[src/vram_ctl_pkg.sv]
// Constants, pin bundle and cycle decode for the video DRAM transfer controller.
package vram_ctl_pkg;

    localparam int CLK_MHZ = 25;
    localparam int T_PHASE_NS = 80;
    localparam int PHASE_CYC = (T_PHASE_NS * CLK_MHZ + 999) / 1000;
    localparam int SC_PERIOD_NS = 320;
    localparam int SC_HALF_CYC = (SC_PERIOD_NS * CLK_MHZ / 1000) / 2;
    localparam logic [7:0] GUARD_BITS = 8'h04;

    localparam logic [7:0] REG_CMD = 8'h00;
    localparam logic [7:0] REG_ROW = 8'h04;
    localparam logic [7:0] REG_COL = 8'h08;
    localparam logic [7:0] REG_DATA = 8'h0c;
    localparam logic [7:0] REG_COLMASK = 8'h10;
    localparam logic [7:0] REG_STATUS = 8'h14;
    localparam logic [7:0] REG_SERIAL = 8'h18;
    localparam logic [7:0] REG_POS = 8'h1c;

    localparam int ST_BUSY = 0;
    localparam int ST_ERR = 1;
    localparam int ST_RT_DONE = 2;
    localparam int ST_MWT_DONE = 3;
    localparam int ST_DIR_IN = 4;
    localparam int ST_HALF = 5;
    localparam int ST_OLD_MASK = 6;
    localparam int ST_COLOR = 7;
    localparam int ST_SPLIT_PEND = 8;

    localparam logic [3:0] OP_RT = 4'h0;
    localparam logic [3:0] OP_SRT = 4'h1;
    localparam logic [3:0] OP_MWT = 4'h2;
    localparam logic [3:0] OP_MASKED_SPLIT_WRITE_TRANSFER = 4'h3;
    localparam logic [3:0] OP_REFRESH_STOP_SET = 4'h4;
    localparam logic [3:0] OP_REFRESH_OPTION_RESET = 4'h5;
    localparam logic [3:0] OP_WR = 4'h6;
    localparam logic [3:0] OP_MWR = 4'h7;
    localparam logic [3:0] OP_BW = 4'h8;
    localparam logic [3:0] OP_MBW = 4'h9;
    localparam logic [3:0] OP_FLASH = 4'ha;
    localparam logic [3:0] OP_LMR = 4'hb;
    localparam logic [3:0] OP_LCR = 4'hc;

    localparam logic [3:0] STOP_1 = 4'hf;
    localparam logic [3:0] STOP_2 = 4'h7;
    localparam logic [3:0] STOP_4 = 4'h3;
    localparam logic [3:0] STOP_8 = 4'h1;
    localparam logic [3:0] STOP_16 = 4'h0;
    localparam logic [8:0] LAST_ADDR = 9'h1ff;

    typedef struct packed {
        logic ras_n;
        logic cas_n;
        logic [8:0] addr;
        logic transfer_output_enable_n;
        logic write_bitmask_enable_n;
        logic special_function_select;
        logic [7:0] mask_out;
        logic mask_oe;
    } pins_t;

    typedef struct packed {
        logic toe_n;
        logic wb_n;
        logic dsf_ras;
        logic dsf_cas;
        logic cbr;
        logic masked;
        logic cas_drive;
    } cyc_t;

    function automatic cyc_t decode_op(input logic [3:0] op);
        cyc_t c;
        c = '{toe_n: 1'b1, wb_n: 1'b1, dsf_ras: 1'b0, dsf_cas: 1'b0, cbr: 1'b0, masked: 1'b0, cas_drive: 1'b0};
        case (op)
            OP_RT: c.toe_n = 1'b0;
            OP_SRT: begin c.toe_n = 1'b0; c.dsf_ras = 1'b1; end
            OP_MWT: begin c.toe_n = 1'b0; c.wb_n = 1'b0; c.masked = 1'b1; end
            OP_MASKED_SPLIT_WRITE_TRANSFER: begin c.toe_n = 1'b0; c.wb_n = 1'b0; c.dsf_ras = 1'b1; c.masked = 1'b1; end
            OP_REFRESH_STOP_SET: begin c.cbr = 1'b1; c.wb_n = 1'b0; c.dsf_ras = 1'b1; end
            OP_REFRESH_OPTION_RESET: c.cbr = 1'b1;
            OP_WR: c.cas_drive = 1'b1;
            OP_MWR: begin c.wb_n = 1'b0; c.masked = 1'b1; c.cas_drive = 1'b1; end
            OP_BW: begin c.dsf_cas = 1'b1; c.cas_drive = 1'b1; end
            OP_MBW: begin c.wb_n = 1'b0; c.masked = 1'b1; c.dsf_cas = 1'b1; c.cas_drive = 1'b1; end
            OP_FLASH: begin c.wb_n = 1'b0; c.dsf_ras = 1'b1; c.masked = 1'b1; end
            OP_LMR: begin c.dsf_ras = 1'b1; c.cas_drive = 1'b1; end
            OP_LCR: begin c.dsf_ras = 1'b1; c.dsf_cas = 1'b1; c.cas_drive = 1'b1; end
            default: c.cbr = 1'b0;
        endcase
        return c;
    endfunction

    function automatic logic stop_code_ok(input logic [3:0] code);
        return (code == STOP_1) || (code == STOP_2) || (code == STOP_4) || (code == STOP_8) || (code == STOP_16);
    endfunction

    function automatic logic [7:0] part_mask(input logic [3:0] code);
        return {code, 4'hf};
    endfunction

endpackage

[src/pin_sync.sv]
// Two flip-flop synchroniser for a level arriving from outside the clock domain.
`timescale 1ns/1ps
module pin_sync (
    input wire logic clk,
    input wire logic reset_n,
    input wire logic async_in,
    output logic sync_out
);

    logic meta_r;

    always_ff @(posedge clk) begin
        if (!reset_n) begin
            meta_r <= 1'b0;
            sync_out <= 1'b0;
        end else begin
            meta_r <= async_in;
            sync_out <= meta_r;
        end
    end

endmodule

[src/vram_xfer_ctl.sv]
// Controller that drives the video DRAM strobes, mode pins and serial clock for transfers and writes.
//
// The placing of the registers and strobed register access were left to the implementer.
`timescale 1ns/1ps
module vram_xfer_ctl (
    input wire logic clk,
    input wire logic reset_n,
    input wire logic [7:0] reg_addr,
    input wire logic [31:0] reg_wdata,
    input wire logic reg_wr,
    input wire logic reg_rd,
    output logic [31:0] reg_rdata,
    output vram_ctl_pkg::pins_t vram_pins,
    output logic serial_shift_clock,
    input wire logic half_select_flag
);

    typedef enum logic [5:0] {
        S_IDLE = 6'b000001,
        S_SETUP = 6'b000010,
        S_RAS = 6'b000100,
        S_CAS = 6'b001000,
        S_END = 6'b010000,
        S_PRE = 6'b100000
    } state_t;

    state_t state_r;
    vram_ctl_pkg::cyc_t cyc;
    logic [3:0] op_r;
    logic pending_r;
    logic [8:0] row_r;
    logic [8:0] col_r;
    logic [7:0] data_r;
    logic [3:0] colmask_r;
    logic serial_en_r;
    logic err_r;
    logic rt_done_r;
    logic mwt_done_r;
    logic dir_in_r;
    logic old_mask_r;
    logic color_r;
    logic [3:0] stop_pend_r;
    logic [3:0] stop_active_r;
    logic split_pend_r;
    logic [7:0] split_tap_r;
    logic [8:0] pos_r;
    logic [7:0] phase_r;
    logic [7:0] sc_cnt_r;
    logic sc_rise;
    logic half_sync;
    logic phase_done;
    logic is_split;
    logic near_stop;
    logic cmd_ok;
    logic [3:0] new_op;
    logic [7:0] wmask;
    logic [8:0] col_drive;
    logic finish;

    assign cyc = vram_ctl_pkg::decode_op(op_r);
    assign phase_done = (phase_r == 8'(vram_ctl_pkg::PHASE_CYC - 1));
    assign is_split = (op_r == vram_ctl_pkg::OP_SRT) || (op_r == vram_ctl_pkg::OP_MASKED_SPLIT_WRITE_TRANSFER);
    assign wmask = vram_ctl_pkg::part_mask(stop_active_r);
    assign near_stop = serial_en_r && ((wmask - (pos_r[7:0] & wmask)) < vram_ctl_pkg::GUARD_BITS);
    assign new_op = reg_wdata[3:0];
    assign finish = (state_r == S_END) && phase_done;

    always_comb begin
        if (is_split) begin
            col_drive = {1'b0, col_r[7:0]};
        end else if (cyc.dsf_cas) begin
            col_drive = {col_r[8:2], 2'b00};
        end else begin
            col_drive = col_r;
        end
    end

    always_comb begin
        cmd_ok = (new_op <= vram_ctl_pkg::OP_LCR) && !pending_r;
        if ((new_op == vram_ctl_pkg::OP_SRT) && !rt_done_r) begin
            cmd_ok = 1'b0;
        end
        if ((new_op == vram_ctl_pkg::OP_MASKED_SPLIT_WRITE_TRANSFER) && !mwt_done_r) begin
            cmd_ok = 1'b0;
        end
        if ((new_op == vram_ctl_pkg::OP_REFRESH_STOP_SET) && !vram_ctl_pkg::stop_code_ok(row_r[7:4])) begin
            cmd_ok = 1'b0;
        end
        if ((new_op == vram_ctl_pkg::OP_FLASH) && !color_r) begin
            cmd_ok = 1'b0;
        end
    end

    pin_sync u_half_sync (
        .clk(clk),
        .reset_n(reset_n),
        .async_in(half_select_flag),
        .sync_out(half_sync)
    );

    always_ff @(posedge clk) begin
        if (!reset_n) begin
            row_r <= 9'h000;
            col_r <= 9'h000;
            data_r <= 8'h00;
            colmask_r <= 4'h0;
            serial_en_r <= 1'b0;
        end else if (reg_wr) begin
            case (reg_addr)
                vram_ctl_pkg::REG_ROW: row_r <= reg_wdata[8:0];
                vram_ctl_pkg::REG_COL: col_r <= reg_wdata[8:0];
                vram_ctl_pkg::REG_DATA: data_r <= reg_wdata[7:0];
                vram_ctl_pkg::REG_COLMASK: colmask_r <= reg_wdata[3:0];
                vram_ctl_pkg::REG_SERIAL: serial_en_r <= reg_wdata[0];
                default: serial_en_r <= serial_en_r;
            endcase
        end
    end

    always_ff @(posedge clk) begin
        if (!reset_n) begin
            pending_r <= 1'b0;
            op_r <= vram_ctl_pkg::OP_RT;
            err_r <= 1'b0;
        end else if (reg_wr && (reg_addr == vram_ctl_pkg::REG_CMD)) begin
            if (cmd_ok) begin
                pending_r <= 1'b1;
                op_r <= new_op;
                err_r <= 1'b0;
            end else begin
                err_r <= 1'b1;
            end
        end else if (finish) begin
            pending_r <= 1'b0;
        end
    end

    always_ff @(posedge clk) begin
        if (!reset_n) begin
            state_r <= S_IDLE;
            phase_r <= 8'h00;
            vram_pins <= '{ras_n: 1'b1, cas_n: 1'b1, addr: 9'h000, transfer_output_enable_n: 1'b1,
                           write_bitmask_enable_n: 1'b1, special_function_select: 1'b0,
                           mask_out: 8'h00, mask_oe: 1'b0};
        end else begin
            phase_r <= (phase_done || (state_r == S_IDLE)) ? 8'h00 : phase_r + 8'h01;
            case (state_r)
                S_IDLE: begin
                    if (pending_r && !(is_split && near_stop)) begin
                        state_r <= S_SETUP;
                        vram_pins.addr <= row_r;
                        vram_pins.transfer_output_enable_n <= cyc.toe_n;
                        vram_pins.write_bitmask_enable_n <= cyc.wb_n;
                        vram_pins.special_function_select <= cyc.dsf_ras;
                        vram_pins.mask_out <= data_r;
                        vram_pins.mask_oe <= cyc.masked && !old_mask_r;
                        vram_pins.cas_n <= !cyc.cbr;
                    end
                end
                S_SETUP: begin
                    if (phase_done) begin
                        state_r <= S_RAS;
                        vram_pins.ras_n <= 1'b0;
                    end
                end
                S_RAS: begin
                    if (phase_done) begin
                        state_r <= cyc.cbr ? S_END : S_CAS;
                        vram_pins.addr <= cyc.cbr ? vram_pins.addr : col_drive;
                        vram_pins.special_function_select <= cyc.dsf_cas;
                        vram_pins.mask_out <= cyc.dsf_cas ? {4'h0, colmask_r} : data_r;
                        vram_pins.mask_oe <= cyc.cas_drive;
                    end
                end
                S_CAS: begin
                    if (phase_done) begin
                        state_r <= S_END;
                        vram_pins.cas_n <= 1'b0;
                        vram_pins.transfer_output_enable_n <= 1'b1;
                    end
                end
                S_END: begin
                    if (phase_done) begin
                        state_r <= S_PRE;
                        vram_pins.ras_n <= 1'b1;
                        vram_pins.cas_n <= 1'b1;
                        vram_pins.mask_oe <= 1'b0;
                        vram_pins.transfer_output_enable_n <= 1'b1;
                    end
                end
                S_PRE: begin
                    if (phase_done) begin
                        state_r <= S_IDLE;
                    end
                end
                default: state_r <= S_IDLE;
            endcase
        end
    end

    always_ff @(posedge clk) begin
        if (!reset_n) begin
            rt_done_r <= 1'b0;
            mwt_done_r <= 1'b0;
            dir_in_r <= 1'b0;
            old_mask_r <= 1'b0;
            color_r <= 1'b0;
        end else if (finish) begin
            case (op_r)
                vram_ctl_pkg::OP_RT: begin rt_done_r <= 1'b1; dir_in_r <= 1'b0; end
                vram_ctl_pkg::OP_MWT: begin mwt_done_r <= 1'b1; dir_in_r <= 1'b1; end
                vram_ctl_pkg::OP_LMR: old_mask_r <= 1'b1;
                vram_ctl_pkg::OP_LCR: color_r <= 1'b1;
                vram_ctl_pkg::OP_REFRESH_OPTION_RESET: old_mask_r <= 1'b0;
                default: dir_in_r <= dir_in_r;
            endcase
        end
    end

    always_ff @(posedge clk) begin
        if (!reset_n) begin
            stop_pend_r <= vram_ctl_pkg::STOP_1;
            stop_active_r <= vram_ctl_pkg::STOP_1;
        end else if (finish) begin
            if (op_r == vram_ctl_pkg::OP_REFRESH_STOP_SET) begin
                stop_pend_r <= row_r[7:4];
            end else if (op_r == vram_ctl_pkg::OP_REFRESH_OPTION_RESET) begin
                stop_pend_r <= vram_ctl_pkg::STOP_1;
                stop_active_r <= vram_ctl_pkg::STOP_1;
            end else if (op_r == vram_ctl_pkg::OP_SRT) begin
                stop_active_r <= stop_pend_r;
            end
        end
    end

    always_ff @(posedge clk) begin
        if (!reset_n) begin
            sc_cnt_r <= 8'h00;
            serial_shift_clock <= 1'b0;
            sc_rise <= 1'b0;
        end else begin
            sc_rise <= 1'b0;
            if (!serial_en_r) begin
                sc_cnt_r <= 8'h00;
                serial_shift_clock <= 1'b0;
            end else if (sc_cnt_r == 8'(vram_ctl_pkg::SC_HALF_CYC - 1)) begin
                sc_cnt_r <= 8'h00;
                serial_shift_clock <= !serial_shift_clock;
                sc_rise <= !serial_shift_clock;
            end else begin
                sc_cnt_r <= sc_cnt_r + 8'h01;
            end
        end
    end

    always_ff @(posedge clk) begin
        if (!reset_n) begin
            pos_r <= 9'h000;
            split_pend_r <= 1'b0;
            split_tap_r <= 8'h00;
        end else begin
            if (sc_rise) begin
                if (split_pend_r && ((pos_r[7:0] & wmask) == wmask)) begin
                    pos_r <= {!pos_r[8], split_tap_r};
                    split_pend_r <= 1'b0;
                end else if (pos_r == vram_ctl_pkg::LAST_ADDR) begin
                    pos_r <= 9'h000;
                end else begin
                    pos_r <= pos_r + 9'h001;
                end
            end
            if (finish && ((op_r == vram_ctl_pkg::OP_RT) || (op_r == vram_ctl_pkg::OP_MWT))) begin
                pos_r <= col_r;
                split_pend_r <= 1'b0;
            end else if (finish && is_split) begin
                split_pend_r <= 1'b1;
                split_tap_r <= col_r[7:0];
            end
        end
    end

    always_ff @(posedge clk) begin
        if (!reset_n) begin
            reg_rdata <= 32'h00000000;
        end else if (reg_rd) begin
            case (reg_addr)
                vram_ctl_pkg::REG_ROW: reg_rdata <= {23'h000000, row_r};
                vram_ctl_pkg::REG_COL: reg_rdata <= {23'h000000, col_r};
                vram_ctl_pkg::REG_DATA: reg_rdata <= {24'h000000, data_r};
                vram_ctl_pkg::REG_COLMASK: reg_rdata <= {28'h0000000, colmask_r};
                vram_ctl_pkg::REG_SERIAL: reg_rdata <= {31'h00000000, serial_en_r};
                vram_ctl_pkg::REG_POS: reg_rdata <= {15'h0000, stop_active_r, stop_pend_r, pos_r};
                vram_ctl_pkg::REG_STATUS: reg_rdata <= {23'h000000, split_pend_r, color_r, old_mask_r, half_sync,
                                                        dir_in_r, mwt_done_r, rt_done_r, err_r, pending_r};
                default: reg_rdata <= 32'h00000000;
            endcase
        end else begin
            reg_rdata <= 32'h00000000;
        end
    end

    split_order_a: assert property (@(posedge clk) disable iff (!reset_n)
        $fell(vram_pins.ras_n) && !vram_pins.transfer_output_enable_n && vram_pins.write_bitmask_enable_n
        && vram_pins.special_function_select |-> rt_done_r)
        else $error("split read issued before full read transfer");

    masked_split_write_transfer_order_a: assert property (@(posedge clk) disable iff (!reset_n)
        $fell(vram_pins.ras_n) && !vram_pins.transfer_output_enable_n && !vram_pins.write_bitmask_enable_n
        && vram_pins.special_function_select |-> mwt_done_r)
        else $error("masked split write issued before masked write transfer");

    split_window_a: assert property (@(posedge clk) disable iff (!reset_n)
        (state_r == S_IDLE) && pending_r && is_split && near_stop |=> state_r == S_IDLE)
        else $error("split transfer started inside stop window");

    cbr_order_a: assert property (@(posedge clk) disable iff (!reset_n)
        $fell(vram_pins.ras_n) && !vram_pins.cas_n |-> $past(!vram_pins.cas_n, 2))
        else $error("column strobe not ahead of row strobe in refresh");

    stop_code_a: assert property (@(posedge clk) disable iff (!reset_n)
        $fell(vram_pins.ras_n) && !vram_pins.cas_n && !vram_pins.write_bitmask_enable_n
        |-> vram_ctl_pkg::stop_code_ok(vram_pins.addr[7:4]))
        else $error("illegal stop code driven");

    block_col_a: assert property (@(posedge clk) disable iff (!reset_n)
        $fell(vram_pins.cas_n) && !vram_pins.ras_n && vram_pins.special_function_select
        && vram_pins.transfer_output_enable_n |-> vram_pins.addr[1:0] == 2'b00)
        else $error("block write column low bits not zero");

    split_col_a: assert property (@(posedge clk) disable iff (!reset_n)
        $fell(vram_pins.cas_n) && is_split |-> !vram_pins.addr[8])
        else $error("split transfer column msb driven high");

    dir_in_a: assert property (@(posedge clk) disable iff (!reset_n)
        $fell(vram_pins.ras_n) && (op_r == vram_ctl_pkg::OP_MWT) |-> ##[1:12] dir_in_r)
        else $error("serial direction not set after write transfer");

    wrap_a: assert property (@(posedge clk) disable iff (!reset_n)
        sc_rise && !split_pend_r && (pos_r == vram_ctl_pkg::LAST_ADDR) && !finish |=> pos_r == 9'h000)
        else $error("serial position did not wrap");

    jump_a: assert property (@(posedge clk) disable iff (!reset_n)
        sc_rise && split_pend_r && ((pos_r[7:0] & wmask) == wmask) && !finish
        |=> (pos_r[7:0] == $past(split_tap_r)) && (pos_r[8] != $past(pos_r[8])))
        else $error("pending tap not taken at stop point");

    new_mask_a: assert property (@(posedge clk) disable iff (!reset_n)
        $fell(vram_pins.ras_n) && !vram_pins.write_bitmask_enable_n && !vram_pins.cas_n == 1'b0
        && !old_mask_r |-> vram_pins.mask_oe)
        else $error("new mask not driven at row strobe fall");

endmodule

[config.mk]
export PLATFORM = sky130hd
export DESIGN_NAME = vram_xfer_ctl
export DESIGN_NICKNAME = d
export VERILOG_FILES = /design/src/vram_ctl_pkg.sv /design/src/pin_sync.sv /design/src/vram_xfer_ctl.sv
export SDC_FILE = /design/constraint.sdc
export NUM_CORES = 1
export LEC_CHECK = 0
export BUFFER_PORTS_ARGS = -buffer_cell sky130_fd_sc_hd__buf_2
export CAP_MARGIN = 20
export CELL_PAD_IN_SITES_DETAIL_PLACEMENT = 1
export CELL_PAD_IN_SITES_GLOBAL_PLACEMENT = 1
export CORE_UTILIZATION = 42
export DETAILED_ROUTE_END_ITERATION = 8
export GPL_TIMING_DRIVEN = 0
export PLACE_DENSITY = 0.85
export SYNTH_ARGS = -nofsm -noshare
export SYNTH_HDL_FRONTEND = slang
export SYNTH_SLANG_ARGS = --single-unit
[constraint.sdc]
create_clock -name clk -period 3.5 [get_ports clk]
set_clock_uncertainty 0.1 [all_clocks]
set_input_delay 0.525 -clock clk [delete_from_list [all_inputs] [get_ports clk]]
set_output_delay 0.525 -clock clk [all_outputs]
set_load 0.03 [all_outputs]
==> results.py, run 1 <==
metrics = {
    "status": {
        "status": "finished, violations left",
        "violations": "DRC",
    },
    "place": {
        "place_congestion": 0.8651,
        "portBuffers": 58,
        "hpwl_um": 15080,
    },
    "yosys": {
        "synth_edf_count": 0,
        "syn-instance-count": 765,
        "synth-seq-cells": 134,
        "synthXorXnorAreaFrac_pct": 2.046,
        "synth_ff_type": "dfxtp_1",
        "async_reset_ff_share_pct": 0,
        "synth_adder_area_share_pct": 1.169,
        "netlist_area_um2": 6420,
        "synth-compound-area-share_pct": 18.50,
        "ys_warn_count": 0,
        "yosysSeqAreaShare_pct": 41.79,
        "synth_top_family_by_area": "simple AND/OR/NAND/NOR gates",
        "syn_area_per_cell_um2": 8.392,
        "synth.distinct_cells": 71,
        "yosys.area_share.simple_pct": 24.07,
        "synth.area.mux_share_pct": 6.003,
    },
    "drt": {
        "firstDrtPassIters": 7,
        "route.detailed.drc": 3,
        "routed_wl_um": 21380,
        "drt-initial-drc-count": 561,
        "num_vias": 6216,
        "via_per_inst": 5.909,
        "ant_nets": 0,
        "wl_per_cell_um": 20.33,
    },
    "clock_network": {
        "cts_root_buf": "clkbuf_16",
        "postCtsSetupRepairBufs": 0,
        "clock_latency_ns": 0.42,
        "cts_hold_buf": 0,
        "cts_resized": 0,
        "cts_tree": "built",
        "path_clk_slew_ns": 0.06,
        "cts_buffers": 17,
        "clock-sinks": 134,
        "clockBufferDepth": 2,
        "htreeDepth": 4,
    },
    "sta": {
        "finalSetupTns_ns": 0,
        "drv_slew": 0,
        "tightest_slew_ns": 0.7495,
        "fin_crit_ns": 3.149,
        "fmax_mhz": 317.6,
        "slew_headroom_pct": 49.66,
        "setup_violations": 0,
        "timing_hold_violations_final": 0,
        "fin_crit_sh_pct": 89.97,
        "grt_setup_unrepaired": "false",
    },
    "setup_path": {
        "path_class": "flip-flop to flip-flop",
        "r2r_slack_ns": 0.35,
        "endpoint_kind": "flip-flop",
        "cp.arrival_ns": 3.35,
        "crit_required_ns": 3.70,
        "cp-start-kind": "flip-flop",
        "worstPathMaxFanout": 10,
    },
    "global_route": {
        "grt_max_degree": 17,
        "grt_overflow": 0,
        "antenna_found_initial": 0,
        "grt_pass1_wl_um": 33760,
        "grt_usage_pct": 27.79,
        "grt_pass1_vias": 6197,
    },
    "die": {
        "fp.dieW_um": 125.6,
        "num_rows": 44,
        "die_h_um": 125.6,
        "die_area_um2": 15780,
        "design.portCount": 101,
        "core_um2": 14700,
        "initial_utilization_pct": 43.68,
    },
    "pwr": {
        "p_per_area_nw_per_um2": 504.8,
        "max-vdd-ir-drop_uv": 327.9,
        "p_leak_uw": 0.002937,
        "p_total_uw": 3837,
    },
    "finish": {
        "layout_common_cells": "dfxtp_1 (134), nand2_1 (81), nor2_1 (76)",
        "diodes": 0,
        "final_common_cell": "dfxtp_1",
        "nFillCells": 1772,
        "postLayoutCoreUtil_pct": 51.70,
        "final_nets": 907,
        "drive_gt1_share_pct": 16.71,
        "area_growth_pct": 18.38,
    },
    "min_path": {
        "holdCritPathClass": "input port to flip-flop",
    },
    "job": {
        "max_cap_viol_count": 0,
    },
}
==> worst paths after layout <==
path / from / to / cells past startpoint
max: pos_r[5] / vram_pins[20] / 11
min: half_select_flag / u_half_sync.meta_r / 2
max reg2reg: pos_r[5] / vram_pins[20] / 11
min reg2reg: vram_pins[4] / vram_pins[4] / 2
==> synth_stat cells (5+ instances only) <==
| cell | count | area (um^2) |
|---|---|---|
| dfxtp_1 | 134 | 2683 |
| nand2_1 | 81 | 304.0 |
| nor2_1 | 76 | 285.3 |
| a21oi_1 | 60 | 300.3 |
| o21ai_0 | 53 | 265.3 |
| nand3_1 | 52 | 260.3 |
| clkbuf_1 | 36 | 135.1 |
| mux2i_1 | 25 | 250.2 |
| buf_4 | 16 | 120.1 |
| nor3_1 | 16 | 80.08 |
| nor2b_1 | 15 | 93.84 |
| and2_1 | 14 | 87.58 |
| xor2_1 | 13 | 113.9 |
| a22oi_1 | 12 | 90.09 |
| and3_1 | 12 | 75.07 |
| inv_1 | 11 | 41.29 |
| a31oi_1 | 9 | 56.30 |
| mux2_2 | 8 | 90.09 |
| nor4_1 | 7 | 43.79 |
| a32oi_1 | 6 | 52.55 |
| ha_1 | 6 | 75.07 |
| nand4_1 | 6 | 37.54 |
| o211ai_1 | 6 | 45.04 |
| nand3b_1 | 5 | 37.54 |
==> per-stage QoR <==
stage | worst slack (ns) | hold slack [ns] | cell area (um^2) | cells
2_1_floorplan | 0.9849 | 0.3119 | 6472 | 779
3_3_place_gp | 0.4610 | 0.3402 | 6993 | 1021
3_5_place_dp | 0.4424 | 0.3438 | 6993 | 1021
4_1_cts | 0.3877 | 0.1961 | 7600 | 1052
5_1_grt | 0.2622 | 0.2133 | 7600 | 1052
6_report | 0.3511 | 0.2041 | 7600 | 1052
==> registers in the layout, indices dropped and copies added, names as in the netlist, 8 cells and up <==
name,count
phase_r,8
row_r,9
sc_cnt_r,8
reg_rdata,17
split_tap_r,8
pos_r,9
vram_pins,23
col_r,9
data_r,8
==> worst max-delay path: stages, from the launching register on <==
cell	delay, ns
dfxtp_1	0.50
nor2b_1	0.13
inv_1	0.11
ha_1	0.25
nand4b_1	0.20
or4_4	0.60
o31ai_4	0.38
buf_6	0.20
nor2_2	0.06
buf_6	0.16
a32oi_1	0.24
a21oi_1	0.11
==> logic make-up after synthesis <==
logic type | count (synthesis)
AO/OA/AOI/OAI | 187
XOR/XNOR | 15
adder cells (fa/ha/maj) | 6
buffers and inverters | 76
flip-flops | 134
multiplexers | 35
other | 2
AND/OR/NAND/NOR | 310
==> power by group <==
part           internal, uW  switching, uW
sequential             1550           24.1
combinational           138            290
clock                  1150            686
==> cell type report <==
type	count	area [um^2]	share of cell area (%)
multi-input combinational	569	3385	44.53
sequential	134	2683	35.30
clock buffer	19	452.9	5.960
buffer	64	360.3	4.742
timing repair buffer	58	290.3	3.820
tap	184	230.2	3.029
clock inverter	12	153.9	2.025
inverter	12	45.04	0.5927
==> routing by layer <==
layer | share of wire, % | vias up | track usage [%]
met5 | 0 | - | 0
met4 | 3.1 | 0 | 12.48
met3 | 6.6 | 48 | 6.457
met2 | 47 | 231 | 44.41
met1 | 43 | 3053 | 35.72
li1 | - | 2884 | -
No activity file was read; power rests on OpenSTA's default activity.
==> inputs of run 2 (changes only) <==
--- a/config.mk
+++ b/config.mk
@@ -13,6 +13,7 @@
 export DETAILED_ROUTE_END_ITERATION = 8
 export GPL_TIMING_DRIVEN = 0
 export PLACE_DENSITY = 0.85
+export SKIP_CTS_REPAIR_TIMING = 1
 export SYNTH_ARGS = -nofsm -noshare
 export SYNTH_HDL_FRONTEND = slang
 export SYNTH_SLANG_ARGS = --single-unit
==> constraint.sdc (replaced) <==
create_clock -name clk -period 3.03 [get_ports clk]
set_clock_uncertainty 0.1 [all_clocks]
set_input_delay 0.4545 -clock clk [delete_from_list [all_inputs] [get_ports clk]]
set_output_delay 0.4545 -clock clk [all_outputs]
set_load 0.03 [all_outputs]
==> run 2 against run 1 <==
Compared with the run above:
- the run still ends with DRC left
- global-route usage unchanged
- fmax grew 7.4%
- sequential power increased by 15%
- clock-buffer cell count did not move
- first-iteration DRC count down 10%
- total power increased by 17%
- combinational power increased by 24%
- setup slack got worse by 0.25 ns
- largest cell class unchanged
==> results.py, run 2 (synthesis results as in run 1) <==
metrics = {
    "finish": {
        "area_growth_pct": 19.06,
        "postLayoutCoreUtil_pct": 52.00,
        "multiInputGateArea_um2": 3397,
        "largest_register_ffs": 23,
        "top_register": "vram_pins",
        "final_cell_count_no_fill": 1056,
        "nFillCells": 1774,
        "final_common_cell": "dfxtp_1",
        "largest_registers": "vram_pins: 23 flops, reg_rdata: 17 flops",
        "design_area_um2": 7644,
        "final_nets": 911,
        "diodes": 0,
        "drive_gt1_share_pct": 17.43,
        "layout_common_cells": "dfxtp_1 (133), nand2_1 (81), nor2_1 (76)",
        "seqCellArea_um2": 2684,
    },
    "status": {
        "violations": "DRC",
        "status": "finished, violations left",
    },
    "setup_path": {
        "cp-start-kind": "flip-flop",
        "crit_required_ns": 3.21,
        "endpoint_kind": "flip-flop",
        "critPathSlowestCell": "or4_4",
        "path_class": "flip-flop to flip-flop",
        "cpPeakStageDelay_ns": 0.60,
        "worstPathMaxFanout": 10,
        "worstPathCellList": "nor2b_1 > inv_1 > ha_1 > nand4b_1 > or4_4 > o31ai_4 > buf_6 > o22ai_2 > o21ai_1 > a31oi_1",
        "cp_top_family": "simple AND/OR/NAND/NOR gates",
        "cp.arrival_ns": 3.11,
        "crit_buf_inv": 2,
    },
    "die": {
        "num_rows": 44,
        "die_area_um2": 15780,
        "fp.dieW_um": 125.6,
        "core_um2": 14700,
        "design.portCount": 101,
        "initial_utilization_pct": 43.68,
        "die_h_um": 125.6,
    },
    "sta": {
        "fin_crit_sh_pct": 96.77,
        "fmax_mhz": 341.1,
        "fin_crit_ns": 2.932,
        "slew_headroom_pct": 53.45,
        "finalSetupTns_ns": 0,
        "timing_hold_violations_final": 0,
        "tightest_slew_ns": 0.6982,
        "drv_slew": 0,
        "setup_violations": 0,
        "grt_setup_unrepaired": "false",
    },
    "place": {
        "hpwl_um": 15080,
        "portBuffers": 58,
        "dpl_cell_area_um2": 6993,
        "place_inst": 1021,
        "place_congestion": 0.8651,
    },
    "drt": {
        "wl_per_cell_um": 20.32,
        "route.detailed.drc": 3,
        "routed_wl_um": 21460,
        "firstDrtPassIters": 7,
        "drt-initial-drc-count": 504,
        "num_vias": 6205,
        "via_per_inst": 5.876,
        "ant_nets": 0,
    },
    "pwr": {
        "p_total_uw": 4471,
        "p_per_area_nw_per_um2": 585.0,
        "p_leak_uw": 0.002960,
        "max-vdd-ir-drop_uv": 379.0,
    },
    "global_route": {
        "grt_overflow": 0,
        "antenna_found_initial": 0,
        "grt_pass1_wl_um": 33760,
        "grt_usage_pct": 27.79,
        "grt_max_degree": 17,
        "grt_pass1_vias": 6197,
    },
    "clock_network": {
        "cts_tree": "built",
        "cts_root_buf": "clkbuf_16",
        "path_clk_slew_ns": 0.06,
        "cts_buffers": 17,
        "clockBufferDepth": 2,
        "clock-sinks": 134,
        "htreeDepth": 4,
        "clock_latency_ns": 0.42,
    },
    "min_path": {
        "holdCritPathClass": "input port to flip-flop",
    },
    "job": {
        "max_cap_viol_count": 0,
    },
}
## run 2: area by class of cell
type / instances / area share, %
timing repair buffer: 62 / 4.191
sequential: 134 / 35.11
buffer: 64 / 4.714
inverter: 12 / 0.5893
multi-input combinational: 569 / 44.44
clock inverter: 12 / 2.013
clock buffer: 19 / 5.926
tap: 184 / 3.012
## run 2: layer usage
| metal | part of all wire (%) | GRT usage (%) |
|---|---|---|
| met1 | 43 | 35.72 |
| met3 | 7.0 | 6.457 |
| met2 | 47 | 44.41 |
| met5 | 0 | 0 |
| met4 | 3.4 | 12.48 |
## run 2: metrics by stage
step | setup WS [ns] | hold slack, ns
floorplan | 0.5149 | 0.3119
global placement | -0.009015 | 0.3402
detailed placement | -0.02755 | 0.3438
CTS | -0.08234 | 0.1256
global route | 0.009368 | 0.1428
finish | 0.09793 | 0.1346
## run 2: worst paths after layout
| path | from | slack, ns | endpoint | depth (start not counted) |
|---|---|---|---|---|
| max | pos_r[5] | 0.1 | vram_pins[9] | 10 |
| max reg2reg | pos_r[5] | 0.1 | vram_pins[9] | 10 |
| min reg2reg | vram_pins[4] | 0.35 | vram_pins[4] | 2 |
| min | half_select_flag | 0.13 | u_half_sync.meta_r | 2 |
## run 2: worst reg2reg max path, stage by stage (launching register included)
cell	delay (ns)
dfxtp_2	0.41
nor2b_1	0.11
inv_1	0.11
ha_1	0.25
nand4b_1	0.20
or4_4	0.60
o31ai_4	0.29
buf_6	0.20
o22ai_2	0.23
o21ai_1	0.22
a31oi_1	0.06
## run 2: power breakdown
part / total, uW / switching [uW] / internal (uW)
logic: 529 / 345 / 184
clock network: 2130 / 797 / 1330
registers: 1810 / 27.6 / 1790
==> inputs of run 3 (changes only) <==
--- a/config.mk
+++ b/config.mk
@@ -5,12 +5,12 @@
 export SDC_FILE = /design/constraint.sdc
 export NUM_CORES = 1
 export LEC_CHECK = 0
-export BUFFER_PORTS_ARGS = -buffer_cell sky130_fd_sc_hd__buf_2
 export CAP_MARGIN = 20
 export CELL_PAD_IN_SITES_DETAIL_PLACEMENT = 1
 export CELL_PAD_IN_SITES_GLOBAL_PLACEMENT = 1
-export CORE_UTILIZATION = 42
+export CORE_UTILIZATION = 47
 export DETAILED_ROUTE_END_ITERATION = 8
+export DONT_BUFFER_PORTS = 1
 export GPL_TIMING_DRIVEN = 0
 export PLACE_DENSITY = 0.85
 export SKIP_CTS_REPAIR_TIMING = 1
==> run 3 against run 2 <==
Compared with the run above:
- the run now ends clean
- sequential share of layout area is 1.5 points higher
- highest routed layer unchanged
- first-iteration DRC count rose by 7.7%
- critical endpoint is now vram_pins[12]
- combinational power shrank 1%
- largest cell class unchanged
==> results.py, run 3 (synthesis results as in run 1) <==
metrics = {
    "finish": {
        "layout_common_cells": "dfxtp_1 (133), nand2_1 (81), nor2_1 (76)",
        "design_area_um2": 7328,
        "largest_register_ffs": 23,
        "top_register": "vram_pins",
        "area_growth_pct": 14.15,
        "final_common_cell": "dfxtp_1",
        "largest_registers": "vram_pins: 23 flops, reg_rdata: 17 flops",
        "drive_gt1_share_pct": 11.69,
        "final_nets": 853,
        "diodes": 0,
    },
    "global_route": {
        "grt_max_degree": 17,
        "grt_pass1_vias": 6376,
        "grt_overflow": 0,
        "grt_usage_pct": 32.25,
        "antenna_found_initial": 0,
        "grt_pass1_wl_um": 34640,
    },
    "status": {
        "status": "finished, final reports clean",
    },
    "setup_path": {
        "cp.arrival_ns": 3.20,
        "worstPathMaxFanout": 10,
        "crit_required_ns": 3.25,
        "path_class": "flip-flop to flip-flop",
        "cp-start-kind": "flip-flop",
        "endpoint_kind": "flip-flop",
    },
    "drt": {
        "firstDrtPassIters": 5,
        "num_vias": 6096,
        "routed_wl_um": 21990,
        "drt-initial-drc-count": 543,
        "route.detailed.drc": 0,
        "via_per_inst": 6.164,
        "ant_nets": 0,
        "wl_per_cell_um": 22.23,
    },
    "clock_network": {
        "clock-sinks": 134,
        "clockBufferDepth": 2,
        "clock_latency_ns": 0.43,
        "htreeDepth": 4,
        "cts_root_buf": "clkbuf_16",
        "cts_buffers": 17,
        "path_clk_slew_ns": 0.06,
        "cts_tree": "built",
    },
    "pwr": {
        "max-vdd-ir-drop_uv": 381.5,
        "p_int_uw": 3100,
        "sw_frac_of_total_pct": 27.77,
        "pwr-share-clk_pct": 45.5,
        "p_per_area_nw_per_um2": 585.6,
        "p_sw_uw": 1191,
        "seqPwrFrac_pct": 42.3,
        "pwr-share-comb_pct": 12.2,
        "p_leak_uw": 0.002640,
    },
    "place": {
        "hpwl_um": 15570,
        "dpl_cell_area_um2": 6693,
        "portBuffers": 0,
        "place_ws_ns": -0.1629,
        "place_congestion": 0.9221,
    },
    "sta": {
        "fmax_mhz": 335.6,
        "fin_ws_ns": 0.05013,
        "timing_hold_violations_final": 0,
        "setup_violations": 0,
        "grt_setup_unrepaired": "true",
        "fin_crit_ns": 2.980,
        "drv_slew": 0,
        "slew_headroom_pct": 46.34,
        "fin_crit_sh_pct": 98.35,
        "tightest_slew_ns": 0.8050,
        "whs_ns": 0.04817,
    },
    "die": {
        "core_um2": 13300,
        "die_h_um": 118.9,
        "die_area_um2": 14130,
        "fp.dieW_um": 118.9,
        "design.portCount": 101,
        "initial_utilization_pct": 48.29,
        "num_rows": 42,
    },
    "job": {
        "max_cap_viol_count": 0,
    },
    "min_path": {
        "holdCritPathClass": "input port to flip-flop",
    },
}
==> run 3: cell type report <==
class,count,area (um^2)
fill,1577,5967
multi-input combinational,569,3440
sequential,134,2686
clock buffer,18,439.2
buffer,64,360.3
tap,176,220.2
clock inverter,12,107.6
inverter,12,45.04
timing repair buffer,4,30.03
==> run 3: critical path, cell delays in order, from the launching register on <==
cell and delay (ns):
dfxtp_1 0.33, nor2b_1 0.16, inv_1 0.10, ha_1 0.27, nand4b_1 0.26, or4_4 0.58
o31ai_4 0.32, buf_6 0.21, nor2_2 0.06, buf_6 0.16, a32oi_2 0.20, a21oi_1 0.10
==> run 3: power groups by stage <==
stage,clock network [uW],logic (uW),registers (uW)
final,1950,523,1810
after CTS,1950,474,1820
after global routing,2040,564,1820
after global placement,0,451,1850
after floorplan,0,363,1840
after detailed placement,0,467,1850
==> run 3: worst paths after layout <==
kind                          endpoint  cells after the start          startpoint  slack (ns)
hold reg to reg   u_half_sync.sync_out                      1  u_half_sync.meta_r        0.34
setup reg to reg         vram_pins[12]                     11    stop_active_r[1]        0.05
hold / removal      u_half_sync.meta_r                      1    half_select_flag        0.05
setup / recovery         vram_pins[12]                     11    stop_active_r[1]        0.05
==> run 3: through the flow <==
stage | instances | TNS [ns] | total power [uW] | utilization (%)
after floorplan | 779 | 0 | 2206 | -
after global placement | 955 | -0.3378 | 2302 | 50.34
after detailed placement | 955 | -0.3976 | 2321 | 50.34
after CTS | 985 | -0.9977 | 4244 | 54.45
after global routing | 989 | -0.02104 | 4420 | 55.12
final | 989 | 0 | 4291 | 55.12
==> run 3: routing by layer <==
layer / global-route usage (%) / up-vias / routed length, um
li1: - / 2767 / -
met1: 37.89 / 2995 / 8876
met2: 53.55 / 261 / 10500
met3: 9.339 / 73 / 1689
met4: 16.22 / 0 / 919
met5: 0 / - / 0
